**src/design/vcp_map.vh**
```
`ifndef VCP_MAP_VH
`define VCP_MAP_VH
`define VCP_A_LCMP 24'h09_0020
`define VCP_A_CTRL 24'h09_8000
`define VCP_A_CROP 24'h09_8004
`define VCP_A_DIM 24'h09_8008
`define VCP_A_BUF0 24'h09_800C
`define VCP_A_BUF1 24'h09_8010
`define VCP_A_PITCH 24'h09_8014
`define VCP_A_FIFO 24'h09_8018
`define VCP_A_CONST 24'h09_801C
`define VCP_RST_FIFO 3'h4
`define VCP_RST_CONST 32'h00ED_EDED
`define VCP_CTRL_WMASK 32'h001F_FFFF
`define VCP_BUF_WMASK 32'h8FFF_FFF0
`define VCP_PITCH_WMASK 32'h0000_FFF0
`define VCP_CROP_WMASK 32'h03FF_03FF
`define VCP_DIM_WMASK 32'h07FF_07FF
`define VCP_LCMP_WMASK 32'h0000_07FF
`define B_EN 0
`define B_656 1
`define B_RGB 2
`define B_CC 3
`define B_DB 4
`define B_BOB 5
`define B_WEAVE 6
`define B_FSW 7
`define B_FMT 8
`define B_W8 9
`define B_BSW 10
`define B_UVS 11
`define B_CKP 12
`define B_LRP 13
`define B_VSP 14
`define B_FD 15
`define B_HS 16
`define B_VS 17
`define B_HA 18
`define B_ADJ 19
`define B_PNL 20
`define B_VSS 24
`define B_CB 25
`define B_IL 26
`define B_FLD 27
`define B_FLIP 31
`define EAV_XY_V 5
`define EAV_XY_H 4
`define EAV_XY_F 6
`define SAV_FF 8'hFF
`define FIFO_DEPTH 5'h10
`endif

```
**src/design/vcp_linebuf.v**
```verilog
`timescale 1ns/1ps
// Small pixel staging memory; read data registered
module vcp_linebuf (
    // Clock
    input wire clk,
    // Write side
    input wire we,
    input wire [3:0] waddr,
    input wire [15:0] wdata,
    // Read side
    input wire [3:0] raddr,
    output reg [15:0] rdata
);
    reg [15:0] mem [0:15];
    // Synchronous write and registered read
    always @(posedge clk) begin
        if (we) begin
            mem[waddr] <= wdata;
        end
        rdata <= mem[raddr];
    end
endmodule

```
**src/design/vcp_capture.v**
```verilog
// Strobed register access was decided locally.
`timescale 1ns/1ps
`include "vcp_map.vh"
module vcp_capture (
    // System
    input wire CLK_SYS,
    input wire RSTN,
    // Register port
    input wire [23:0] ADDR,
    input wire [31:0] WDATA,
    input wire WR,
    input wire RD,
    output reg [31:0] RDATA,
    // Video pins
    input wire PCLK,
    input wire VSYNC,
    input wire LINE_REF,
    input wire [15:0] VDATA,
    // Memory side
    input wire MEM_RD_REQ,
    output wire FIFO_REQ,
    output reg [15:0] MEM_DATA,
    output reg [25:0] MEM_ADDR,
    output reg MEM_EXT,
    output reg MEM_CS,
    // Panel
    output reg PANEL_VALID,
    output reg [15:0] PANEL_DATA,
    output reg PANEL_TRIG
);
    reg [31:0] ctrl_r, crop_r, dim_r, buf0_r, buf1_r, pitch_r, const_r, lcmp_r;
    reg [2:0] fifo_r;
    // Synchronisers: first stage read only by the second
    reg [18:0] s1_r, s2_r;
    reg ck_d_r, vs_d_r, lr_d_r, lr_adj_r;
    always @(posedge CLK_SYS) begin
        s1_r <= {PCLK, VSYNC, LINE_REF, VDATA};
        s2_r <= s1_r;
    end
    // Polarity-corrected levels
    wire ck = s2_r[18] ^ ctrl_r[`B_CKP];
    wire vs_raw = s2_r[17] ^ ctrl_r[`B_VSP];
    wire lr_raw = s2_r[16] ^ ctrl_r[`B_LRP];
    wire [15:0] din = s2_r[15:0];
    wire pix_en = ck & ~ck_d_r;
    wire lr_use = ctrl_r[`B_ADJ] ? lr_adj_r : lr_raw;
    // Embedded timing decoder state for 8-bit 656 stream
    reg [1:0] sav_cnt_r;
    reg emb_v_r, emb_h_r, emb_f_r;
    wire emb = ctrl_r[`B_656];
    wire vs_l = emb ? emb_v_r : vs_raw;
    wire lr_l = emb ? ~emb_h_r : lr_use;
    wire vs_rise = vs_l & ~vs_d_r;
    wire vs_fall = ~vs_l & vs_d_r;
    wire field_edge = ctrl_r[`B_FD] ? vs_fall : vs_rise;
    wire line_start = lr_l & ~lr_d_r;
    // Capture counters and status
    reg [9:0] lskip_r, pskip_r;
    reg [10:0] line_r, pix_r;
    reg field_r, il_r, cb_r, half_r, vhalf_r;
    reg [7:0] lo_byte_r;
    reg [15:0] prev_r;
    reg [25:0] line_addr_r;
    reg act_r;
    wire [9:0] line_skip_count = crop_r[25:16];
    wire [9:0] pixel_skip_count = crop_r[9:0];
    wire [10:0] height = dim_r[26:16];
    wire [10:0] width = dim_r[10:0];
    wire w8 = ctrl_r[`B_W8] | emb;
    wire cur_flip = cb_r ? buf1_r[`B_FLIP] : buf0_r[`B_FLIP];
    wire cap_ok = ctrl_r[`B_EN] & (~ctrl_r[`B_CC] | cur_flip);
    wire fld_eff = field_r ^ ctrl_r[`B_FSW];
    // Weave or bob keeps both fields; an interlaced 656 stream with neither keeps one
    wire fld_take = ctrl_r[`B_WEAVE] | ctrl_r[`B_BOB] | ~il_r | ~fld_eff;
    // Line counter is bumped at each line start after the skipped lines, so captured lines are 1..height
    wire in_win = act_r & (lskip_r == 10'h000) & (pskip_r == 10'h000)
                  & (line_r != 11'h000) & (line_r <= height) & (pix_r < width);
    // Pixel word: byte pair, swaps, average
    reg [15:0] word;
    reg [15:0] pix;
    reg [7:0] yv;
    always @* begin
        word = w8 ? {din[7:0], lo_byte_r} : din;
        if (ctrl_r[`B_BSW]) begin
            word = {word[7:0], word[15:8]};
        end
        pix = word;
        if (ctrl_r[`B_UVS] & ~ctrl_r[`B_FMT]) begin
            pix = {prev_r[15:8], word[7:0]};
        end
        if (ctrl_r[`B_HA]) begin
            pix = {{1'b0, pix[15:9]} + {1'b0, prev_r[15:9]}, pix[7:0]};
        end
        yv = pix[7:0] + const_r[31:24];
        if (ctrl_r[`B_RGB] & ~ctrl_r[`B_FMT]) begin
            // Coarse conversion: luma plus offset constant, masked per channel by constants
            pix = {yv[7:3] & const_r[23:19], yv[7:2] & const_r[15:10],
                   yv[7:3] & const_r[7:3]};
        end
    end
    wire byte_ok = ~w8 | half_r;
    wire store = pix_en & lr_l & in_win & byte_ok & cap_ok & fld_take
                 & ~(ctrl_r[`B_HS] & pix_r[0]) & ~(ctrl_r[`B_VS] & vhalf_r);
    // FIFO of pixels toward memory
    reg [3:0] wp_r, rp_r;
    reg [4:0] cnt_r;
    wire [15:0] lb_q;
    reg push_d_r;
    // A word needs one cycle in memory before the registered read can show it
    wire pop = MEM_RD_REQ & ((cnt_r > 5'h01) | ((cnt_r == 5'h01) & ~push_d_r));
    // Read ahead so back-to-back pops each see the next word
    wire [3:0] rd_addr = pop ? rp_r + 4'h1 : rp_r;
    wire push = store & (cnt_r != `FIFO_DEPTH);
    vcp_linebuf u_lb (
        .clk(CLK_SYS),
        .we(push),
        .waddr(wp_r),
        .wdata(pix),
        .raddr(rd_addr),
        .rdata(lb_q)
    );
    reg [4:0] thr;
    always @* begin
        case (fifo_r)
            3'h0: thr = 5'h02;
            3'h1: thr = 5'h03;
            3'h2: thr = 5'h04;
            3'h3: thr = 5'h05;
            3'h4: thr = 5'h06;
            3'h5: thr = 5'h08;
            3'h6: thr = 5'h0A;
            default: thr = 5'h0C;
        endcase
    end
    assign FIFO_REQ = (`FIFO_DEPTH - cnt_r) >= thr;
    wire [25:0] base = cb_r ? {buf1_r[25:4], 4'h0} : {buf0_r[25:4], 4'h0};
    wire [1:0] mem_sel = cb_r ? buf1_r[27:26] : buf0_r[27:26];
    // Video timing, counters and buffer flipping
    always @(posedge CLK_SYS) begin
        if (!RSTN) begin
            ck_d_r <= 1'b0;
            vs_d_r <= 1'b0;
            lr_d_r <= 1'b0;
            lr_adj_r <= 1'b0;
            sav_cnt_r <= 2'h0;
            emb_v_r <= 1'b0;
            emb_h_r <= 1'b1;
            emb_f_r <= 1'b0;
            lskip_r <= 10'h000;
            pskip_r <= 10'h000;
            line_r <= 11'h000;
            pix_r <= 11'h000;
            field_r <= 1'b0;
            il_r <= 1'b0;
            cb_r <= 1'b0;
            half_r <= 1'b0;
            vhalf_r <= 1'b0;
            lo_byte_r <= 8'h00;
            prev_r <= 16'h0000;
            line_addr_r <= 26'h000_0000;
            act_r <= 1'b0;
            wp_r <= 4'h0;
            rp_r <= 4'h0;
            cnt_r <= 5'h00;
            push_d_r <= 1'b0;
            MEM_DATA <= 16'h0000;
            MEM_ADDR <= 26'h000_0000;
            MEM_EXT <= 1'b0;
            MEM_CS <= 1'b0;
            PANEL_VALID <= 1'b0;
            PANEL_DATA <= 16'h0000;
            PANEL_TRIG <= 1'b0;
        end else begin
            ck_d_r <= ck;
            vs_d_r <= vs_l;
            lr_d_r <= lr_l;
            PANEL_VALID <= 1'b0;
            PANEL_TRIG <= 1'b0;
            if (pix_en) begin
                lr_adj_r <= lr_raw;
                // Timing reference: FF 00 00 XY
                if (emb) begin
                    if (din[7:0] == `SAV_FF) begin
                        sav_cnt_r <= 2'h1;
                    end else if (sav_cnt_r == 2'h3) begin
                        emb_v_r <= din[`EAV_XY_V];
                        emb_h_r <= din[`EAV_XY_H];
                        emb_f_r <= din[`EAV_XY_F];
                        sav_cnt_r <= 2'h0;
                    end else if (sav_cnt_r != 2'h0) begin
                        sav_cnt_r <= (din[7:0] == 8'h00) ? sav_cnt_r + 2'h1 : 2'h0;
                    end
                end
                if (w8 & lr_l) begin
                    half_r <= ~half_r;
                    lo_byte_r <= din[7:0];
                end
                if (lr_l & byte_ok) begin
                    prev_r <= word;
                    if (pskip_r != 10'h000) begin
                        pskip_r <= pskip_r - 10'h001;
                    end else begin
                        pix_r <= pix_r + 11'h001;
                    end
                end
            end
            if (field_edge) begin
                field_r <= emb ? emb_f_r : ~field_r;
                il_r <= (field_r != (emb ? emb_f_r : ~field_r)) & (ctrl_r[`B_WEAVE]
                        | ctrl_r[`B_BOB] | emb);
                lskip_r <= line_skip_count;
                line_r <= 11'h000;
                vhalf_r <= 1'b0;
                act_r <= ctrl_r[`B_EN];
                line_addr_r <= base;
                // Flip when the frame is complete and double buffering on
                if (ctrl_r[`B_DB] & act_r & cap_ok) begin
                    cb_r <= ~cb_r;
                end
            end else if (line_start) begin
                pskip_r <= pixel_skip_count;
                pix_r <= 11'h000;
                half_r <= 1'b0;
                if (lskip_r != 10'h000) begin
                    lskip_r <= lskip_r - 10'h001;
                end else if (line_r <= height) begin
                    line_r <= line_r + 11'h001;
                    vhalf_r <= ~vhalf_r;
                    if (~(ctrl_r[`B_VS] & vhalf_r)) begin
                        line_addr_r <= line_addr_r + {10'h000, pitch_r[15:4], 4'h0};
                    end
                    if (line_r == lcmp_r[10:0]) begin
                        PANEL_TRIG <= 1'b1;
                    end
                end
            end
            if (push) begin
                wp_r <= wp_r + 4'h1;
                MEM_ADDR <= line_addr_r + {15'h0000, pix_r};
                MEM_EXT <= mem_sel[1];
                MEM_CS <= mem_sel[0];
                PANEL_VALID <= ctrl_r[`B_PNL];
                PANEL_DATA <= pix;
            end
            if (pop) begin
                rp_r <= rp_r + 4'h1;
                MEM_DATA <= lb_q;
            end
            cnt_r <= cnt_r + {4'h0, push} - {4'h0, pop};
            push_d_r <= push;
        end
    end
    // Register writes; flip bit cleared by hardware on switch, software set wins
    wire flip_ev = field_edge & ctrl_r[`B_DB] & act_r & cap_ok;
    always @(posedge CLK_SYS) begin
        if (!RSTN) begin
            ctrl_r <= 32'h0000_0000;
            crop_r <= 32'h0000_0000;
            dim_r <= 32'h0000_0000;
            buf0_r <= 32'h0000_0000;
            buf1_r <= 32'h0000_0000;
            pitch_r <= 32'h0000_0000;
            fifo_r <= `VCP_RST_FIFO;
            const_r <= `VCP_RST_CONST;
            lcmp_r <= 32'h0000_0000;
        end else begin
            if (flip_ev & ~cb_r) begin
                buf0_r[`B_FLIP] <= 1'b0;
            end
            if (flip_ev & cb_r) begin
                buf1_r[`B_FLIP] <= 1'b0;
            end
            if (WR) begin
                case (ADDR)
                    `VCP_A_CTRL: ctrl_r <= WDATA & `VCP_CTRL_WMASK;
                    `VCP_A_CROP: crop_r <= WDATA & `VCP_CROP_WMASK;
                    `VCP_A_DIM: dim_r <= WDATA & `VCP_DIM_WMASK;
                    `VCP_A_BUF0: buf0_r <= WDATA & `VCP_BUF_WMASK;
                    `VCP_A_BUF1: buf1_r <= WDATA & `VCP_BUF_WMASK;
                    `VCP_A_PITCH: pitch_r <= WDATA & `VCP_PITCH_WMASK;
                    `VCP_A_FIFO: fifo_r <= WDATA[2:0];
                    `VCP_A_CONST: const_r <= WDATA;
                    `VCP_A_LCMP: lcmp_r <= WDATA & `VCP_LCMP_WMASK;
                    default: ;
                endcase
            end
        end
    end
    // Read data one cycle after strobe; unmapped reads zero
    always @(posedge CLK_SYS) begin
        if (!RSTN) begin
            RDATA <= 32'h0000_0000;
        end else if (RD) begin
            case (ADDR)
                `VCP_A_CTRL: RDATA <= ctrl_r | ({31'h0, field_r} << `B_FLD)
                    | ({31'h0, il_r} << `B_IL) | ({31'h0, cb_r} << `B_CB)
                    | ({31'h0, vs_l} << `B_VSS);
                `VCP_A_CROP: RDATA <= crop_r;
                `VCP_A_DIM: RDATA <= dim_r;
                `VCP_A_BUF0: RDATA <= buf0_r;
                `VCP_A_BUF1: RDATA <= buf1_r;
                `VCP_A_PITCH: RDATA <= pitch_r;
                `VCP_A_FIFO: RDATA <= {29'h0, fifo_r};
                `VCP_A_CONST: RDATA <= const_r;
                `VCP_A_LCMP: RDATA <= lcmp_r;
                default: RDATA <= 32'h0000_0000;
            endcase
        end else begin
            RDATA <= 32'h0000_0000;
        end
    end
endmodule

```
**config.mk**
```make
export PLATFORM = sky130hd
export DESIGN_NAME = vcp_capture
export DESIGN_NICKNAME = d
export VERILOG_FILES = /design/src/design/vcp_linebuf.v /design/src/design/vcp_capture.v
export VERILOG_INCLUDE_DIRS = /design/src /design/src/design
export SDC_FILE = /design/constraint.sdc
export NUM_CORES = 1
export LEC_CHECK = 0
export BUFFER_PORTS_ARGS = -buffer_cell sky130_fd_sc_hd__buf_2
export CAP_MARGIN = 20
export CORE_AREA = 2 2 250 252
export DETAILED_ROUTE_END_ITERATION = 6
export DIE_AREA = 0 0 252 254
export GPL_TIMING_DRIVEN = 0
export MAX_ROUTING_LAYER = met4
export PLACE_DENSITY = 0.74
export SETUP_SLACK_MARGIN = 0.15
export SLEW_MARGIN = 20
export SYNTH_ARGS = -nofsm -noshare
export SYNTH_HDL_FRONTEND = slang
export SYNTH_HIERARCHICAL = 1
export SYNTH_SLANG_ARGS = --single-unit
```
**constraint.sdc**
```tcl
create_clock -name CLK_SYS -period 9.5 [get_ports CLK_SYS]
set_clock_uncertainty 0.05 [all_clocks]
set_input_delay 2.85 -clock CLK_SYS [delete_from_list [all_inputs] [get_ports CLK_SYS]]
set_output_delay 2.85 -clock CLK_SYS [all_outputs]
set_load 0.05 [all_outputs]
```
Word-level counts from Yosys, hierarchy flattened
Memory sizes are Yosys's and may differ from the RTL's. A register that Yosys moved wholly into a read port is not among the register bits.
Index checks and enable logic that the tools add are counted.
{"block": "classes", "n_eq_ne": 23, "multipliers": 0, "mux": 51, "reduce_logical": 33, "div_mod_pow": 0, "add_sub_neg": 14, "order_cmp": 4, "n_bitwise": 75, "shift": 0}
{"cell": "$pmux 32 s9", "n": 1}
{"cell": "$eq 24x20->1 const B", "n": 9}
{"cell": "$mux 26", "n": 6}
{"cell": "$mux 32", "n": 4}
{"cell": "$mux 10", "n": 8}
{"cell": "$mux 16", "n": 5}
{"cell": "$mux 11", "n": 5}
{"cell": "$and 1x1->1", "n": 34}
{"cell": "$reduce_and 2->1", "n": 15}
{"cell": "$or 21x28->28", "n": 1}
{"cell": "$or 28x25->28", "n": 1}
{"cell": "$or 28x26->28", "n": 1}
{"cell": "$or 28x27->28", "n": 1}
{"cell": "$pmux 4 s7", "n": 1}
{"cell": "$add 26x11->26", "n": 1}
{"cell": "$add 26x16->26", "n": 1}
{"cell": "$add 11x1->11 const B", "n": 2}
{"cell": "$not 1->1", "n": 22}
{"cell": "$logic_not 10->1", "n": 2}
{"cell": "$reduce_bool 10->1", "n": 2}
{"cell": "$sub 10x1->10 const B", "n": 2}
{"cell": "$mux 1", "n": 15}
{"cell": "$eq 11x11->1", "n": 1}
{"cell": "$le 11x11->1", "n": 1}
{"cell": "34 further kinds", "n": 59}
{"block": "totals", "latch_bits": 0, "wordCells": 247, "output_inout_bits": 95, "mem_count": 1, "ff_bits": 424, "rom_bits": 0, "inputBits": 80, "ram_bits": 256}
{"name": "u_lb.mem", "depth": 16, "word_bits": 16, "read_ports": 1, "rd_clocked_by_memory_dff": 1, "wr": 1, "line_no": "vcp_linebuf.v:14", "text": "reg [15:0] mem [0:15];"}

Longest topological paths before layout
{"block": "logic_depth", "word_depth": 15, "depth_mapped": 18, "mapped_depth_nobuf": 18}

Hierarchy
Netlist, hierarchy kept.
{"mod": "vcp_capture", "seq_area_each_um2": 8247.9, "area_each_um2": 19128.3, "cells_each": 2291, "n_inst": 1}
{"mod": "vcp_linebuf", "seq_area_each_um2": 8007.7, "area_each_um2": 10042.1, "cells_each": 432, "n_inst": 1}

Worst setup path after synthesis
Ideal clock, no wire load.
{"block": "synth_timing", "path_kind": "input to register", "start": "input MEM_RD_REQ", "end": "register cnt_r[4]", "setup_ns": 0.070, "path_slack_ns": 4.319, "path_buffers": 1, "arrival_time_ns": 5.061, "required_time_ns": 9.380, "path_stages": 11, "cell_sequence": "o211ai_1 -> inv_2 -> buf_1 -> ha_1 -> inv_1 -> ha_1 -> fa_1 -> a21oi_1 -> nor2_1 -> or3_1 -> a21oi_1"}
{"block": "synth_via", "elab_chain_cells": 2}
{"element": "from (decl)", "line_no": "vcp_capture.v:20", "text": "input wire MEM_RD_REQ,"}
{"element": "$and 1x1->1", "line_no": "vcp_capture.v:110", "text": "wire pop = MEM_RD_REQ & ((cnt_r > 5'h01) | ((cnt_r == 5'h01) & ~push_d_r));"}
{"element": "named net pop", "line_no": "vcp_capture.v:110"}
{"element": "$sub 5x1->5", "line_no": "vcp_capture.v:249", "text": "cnt_r <= cnt_r + {4'h0, push} - {4'h0, pop};"}
{"element": "to (signal assigned)", "line_no": "vcp_capture.v:249"}
{"element": "to (decl)", "line_no": "vcp_capture.v:106", "text": "reg [4:0] cnt_r;"}
The timed path passes the listed nets, and every way through them passes these cells.
A chain may end at the register's enable or synchronous reset.

Final worst setup path
{"block": "layout_timing", "start": "input ADDR[1]", "end": "register RDATA[15]"}
{"block": "layout_via", "elab_chain_cells": 2, "word_cells_on_any_way": 10, "cone_classes": "eq/ne: 9; mux: 1"}
{"element": "from (decl)", "line_no": "vcp_capture.v:9", "text": "input wire [23:0] ADDR,"}
{"element": "$eq 24x20->1", "line_no": "vcp_capture.v:294", "text": "case (ADDR)"}
{"element": "$pmux 32 s9 *", "line_no": "vcp_capture.v:294"}
{"element": "to (signal assigned)", "line_no": "vcp_capture.v:295", "text": "`VCP_A_CTRL: RDATA <= ctrl_r | ({31'h0, field_r} << `B_FLD)"}
{"element": "to (signal assigned)", "line_no": "vcp_capture.v:298", "text": "`VCP_A_CROP: RDATA <= crop_r;"}
{"element": "to (signal assigned)", "line_no": "vcp_capture.v:299", "text": "`VCP_A_DIM: RDATA <= dim_r;"}
{"element": "to (decl)", "line_no": "vcp_capture.v:13", "text": "output reg [31:0] RDATA,"}
Every way passes the cells marked *; elsewhere a longest branch is shown, timed or not.

==> tab_implementation.tex <==
\begin{tabular}{lr}
\hline
Metric & Value \\
\hline
\multicolumn{2}{l}{\textbf{Clock tree}} \\
\quad Post-cts sizing count & 0 \\
\quad TritonCTS Buffers & 74 \\
\quad Clock insertion delay at the later pin of the skew report & 0.65 ns \\
\quad Clock transition time at the flip-flop clock pins of the worst setup and hold paths & 0.06 ns \\
\quad H-tree Lvls & 3 \\
\quad Post-cts hold buffer count & 0 \\
\quad Root buf cell & clkbuf\_16 \\
\quad Clock tree from TritonCTS & yes \\
\quad Count of buffers added by post-CTS timing repair for setup & 0 \\
\quad Clock Path Buffers & 3 \\
\quad Clock Sink Count & approximately 680 \\
\multicolumn{2}{l}{\textbf{Detailed routing}} \\
\quad Via Count & 23400 \\
\quad Count of antenna-violating nets left after detailed routing & 0 \\
\quad DRT iter0 DRCs & approximately 2900 \\
\quad Routed Wire Length & about 95 mm \\
\quad Post-DR vias/cell & 6.09 \\
\quad Post-route DRC violation count & 0 \\
\quad Iteration count of the initial detailed-routing pass & 6 \\
\quad Routed wire per std cell & between 20 and 25 microns \\
\multicolumn{2}{l}{\textbf{Worst setup path}} \\
\quad Critical-path cell with the highest stage delay & nor3\_1 \\
\quad Worst Path Required & roughly 9.9 ns \\
\quad Maximum single-stage delay on the critical path & about 1.1 ns \\
\quad Cell family with the largest share of critical-path delay & simple AND/OR/NAND/NOR gates \\
\quad Worst setup path class & input port to flip-flop \\
\quad Total buffers and inverters traversed by the critical path & 2 \\
\quad Type of element launching the critical path & input port \\
\quad Crit-path most repeated cell & nor3\_1 \\
\quad Maximum fanout along the worst path & 10 \\
\quad Cells along the critical path & buf\_2 > nor4b\_1 > nand3\_1 > nor3\_1 > nand2\_1 > nor3\_1 > clkbuf\_1 > a22oi\_1 > a21oi\_1 \\
\quad Data arrival time of the critical path & approximately 6.7 ns \\
\quad Kind of capture point of the worst setup path & flip-flop \\
\multicolumn{2}{l}{\textbf{GRT}} \\
\quad Vias in the first global route & 22400 \\
\quad Largest net degree at the start of global routing & 18 \\
\quad Overall track demand over capacity in global routing & a little under a third \\
\quad First-pass GRT wire length & between 100 and 150 mm \\
\quad Grt ovf & 0 \\
\quad Initial antenna violation count & 2 \\
\multicolumn{2}{l}{\textbf{Power and ir drop}} \\
\quad Power, Total & between 7 and 8 mW \\
\quad Cell Pwr Density & about 220 nW/um\^{}2 \\
\quad Leakage power & approximately 12 nW \\
\quad Worst-case vdd ir drop & 146 uV \\
\multicolumn{2}{l}{\textbf{Place}} \\
\quad Estimated wirelength of the detail-placed design & a little under 70 mm \\
\quad Count of buffers inserted at the top-level ports & around 170 \\
\quad Final Wtd Congestion & 1.03 \\
\quad Area post-placement & 31400 sq um \\
\multicolumn{2}{l}{\textbf{STA}} \\
\quad Worst slew margin relative to its limit & between 9 and 10\% \\
\quad Top achievable clock speed & approximately 0.16 GHz \\
\quad Crit path time final & between 6 and 7 ns \\
\quad Number of max-slew violations in the final report & 0 \\
\quad Final-report hold violation count & 0 \\
\quad RSZ-0062 raised after global routing & no \\
\quad TNS Setup & 0 ns \\
\quad Final critical-path share of the clock period & between 60\% and 70\% \\
\quad Final Setup Violations & 0 \\
\quad Actual slew at the worst max-slew pin & 1.34 ns \\
\multicolumn{2}{l}{\textbf{Synthesis}} \\
\quad Yosys warning count & 6 \\
\quad Post-synth EDFFs & between 200 and 300 \\
\quad Post-synth top area share & a little under 30\% \\
\quad Commonest cells post-synth & dfxtp\_1 (428), nand2\_1 (427), a21oi\_1 (256), edfxtp\_1 (256), nor2\_1 (177) \\
\quad Count of unique library cells instantiated by Yosys & between 80 and 90 \\
\quad Mapped Area & approximately 29000 sq um \\
\quad Most frequent cell after synthesis & dfxtp\_1 \\
\quad Proportion of synthesized flip-flops having asynchronous set or reset & 0\% \\
\quad Post-Synthesis Mean Instance Area & $\sim$11 sq um \\
\quad Area leader, netlist & dfxtp\_1 \\
\quad Net count of the mapped netlist & slightly below 3000 \\
\quad Most used DFF post-synth & dfxtp\_1 \\
\quad Gate count of the mapped netlist & between 2000 and 3000 \\
\quad Most area-consuming cells after synthesis & dfxtp\_1 (29\%), edfxtp\_1 (26\%), nand2\_1 (5.5\%) \\
\quad Flip-flop and latch count after synthesis & 684 \\
\quad Sequential share of the synthesized area & a little under three fifths \\
\multicolumn{2}{l}{\textbf{Floorplan}} \\
\quad Die Ht & 254 microns \\
\quad Row cnt & between 90 and 100 \\
\quad DIE AREA & 64000 sq um \\
\quad Initial core utilization & $\sim$48\% \\
\quad Width of the chip & between 200 and 300 microns \\
\quad Core area & 61300 sq um \\
\quad Top Ports & around 180 \\
\multicolumn{2}{l}{\textbf{Final layout}} \\
\quad Number of fill cells in the layout & around 5200 \\
\quad Number of nets in the layout & approximately 3200 \\
\quad Final design utilization & between 50 and 60\% \\
\quad Post-layout instance area & between 30000 and 40000 sq um \\
\quad Share of final-layout standard cells stronger than drive strength 1 & between 10 and 15\% \\
\quad Area Growth Syn to Fin & 16.1\% \\
\multicolumn{2}{l}{\textbf{Job}} \\
\quad Max-cap violations & 0 \\
\multicolumn{2}{l}{\textbf{Outcome}} \\
\quad Result of the run & completed \\
\multicolumn{2}{l}{\textbf{Worst hold path}} \\
\quad Path type of the worst min-delay path & flip-flop to flip-flop \\
\hline
\end{tabular}
==> cell type report <==
cell class | count | area, sq um | area share, %
Multi-Input combinational cell | 1811 | 12100 | 35.8
Antenna cell | 3 | 7.51 | 0.0222
Clock inverter | 29 | 359 | 1.06
Sequential cell | 684 | 16300 | 48.0
Clock buffer | 107 | 2140 | 6.32
Tap cell | 790 | 988 | 2.92
Buffer | 171 | 708 | 2.09
Timing Repair Buffer | 191 | 1080 | 3.19
Inverter | 57 | 214 | 0.632
==> report_power, final <==
part           switching (mW)  internal (mW)
sequential             0.0526           3.14
combinational           0.786          0.609
clock                    1.23           1.70
==> logic make-up after synthesis <==
logic type | synth area share [%]
compound gates | 12.7
xor+xnor | 2.88
flops | 55.7
buf+inv | 3.16
mux | 7.29
fa+ha+maj | 3.64
simple gates | 14.6
==> registers in the layout, indices dropped and copies added (netlist names), 21 cells and up <==
name,cells
MEM_ADDR,26
buf0_r,25
RDATA,32
line_addr_r,22
u_lb/mem,256
ctrl_r,21
const_r,32
dim_r,22
buf1_r,25
==> worst paths after layout <==
check	start	slack, ns	to	depth (start not counted)
worst max-delay path	ADDR[1]	3.24	RDATA[15]	9
worst min-delay path	s1_r[1]	0.27	s2_r[1]	0
worst max register to register	cnt_r[0]	4.07	cnt_r[4]	18
worst min register to register	s1_r[1]	0.27	s2_r[1]	0
==> routing by layer <==
layer  track usage (%)  wire [microns]  up-vias
li1                  -               -    10500
met2              49.0           44400     1429
met3              7.06            9930      344
met4              16.0            5800        0
met5                 -               0        -
met1              35.7           34900    11100
==> worst register-to-register path: cells and delay by family, from the launching register on <==
family | cells | cell delay, ns
compound gates | 4 | 0.79
fa+ha+maj | 5 | 1.48
buf+inv | 3 | 0.41
flops | 1 | 0.43
simple gates | 6 | 2.20
==> layout by cell type, fill, tap and decap left out, types with 45 or more instances in the layout <==
cell / synthesis / final
mux2i_1: 50 / 50
nor2_1: 177 / 165
inv_1: 55 / 56
buf_2: 5 / 171
a21oi_1: 256 / 255
clkbuf_16: 0 / 76
mux4_2: 54 / 54
a211oi_1: 45 / 45
clkbuf_1: 141 / 160
xnor2_1: 54 / 54
edfxtp_1: 256 / 256
o21ai_0: 69 / 67
dfxtp_1: 428 / 428
a22oi_1: 64 / 64
ha_1: 80 / 80
nand2_1: 427 / 427
nand3_1: 73 / 73
==> stage by stage <==
stage / hold WS (ns) / worst slack [ns] / instances
after floorplan: 0.260 / 4.32 / 2723
after global placement: 0.263 / 2.24 / 3679
after detailed placement: 0.262 / 2.93 / 3704
after CTS: 0.274 / 3.57 / 3840
after global routing: 0.278 / 3.22 / 3841
final: 0.274 / 3.24 / 3843
No activity file was read; power rests on OpenSTA's default activity.
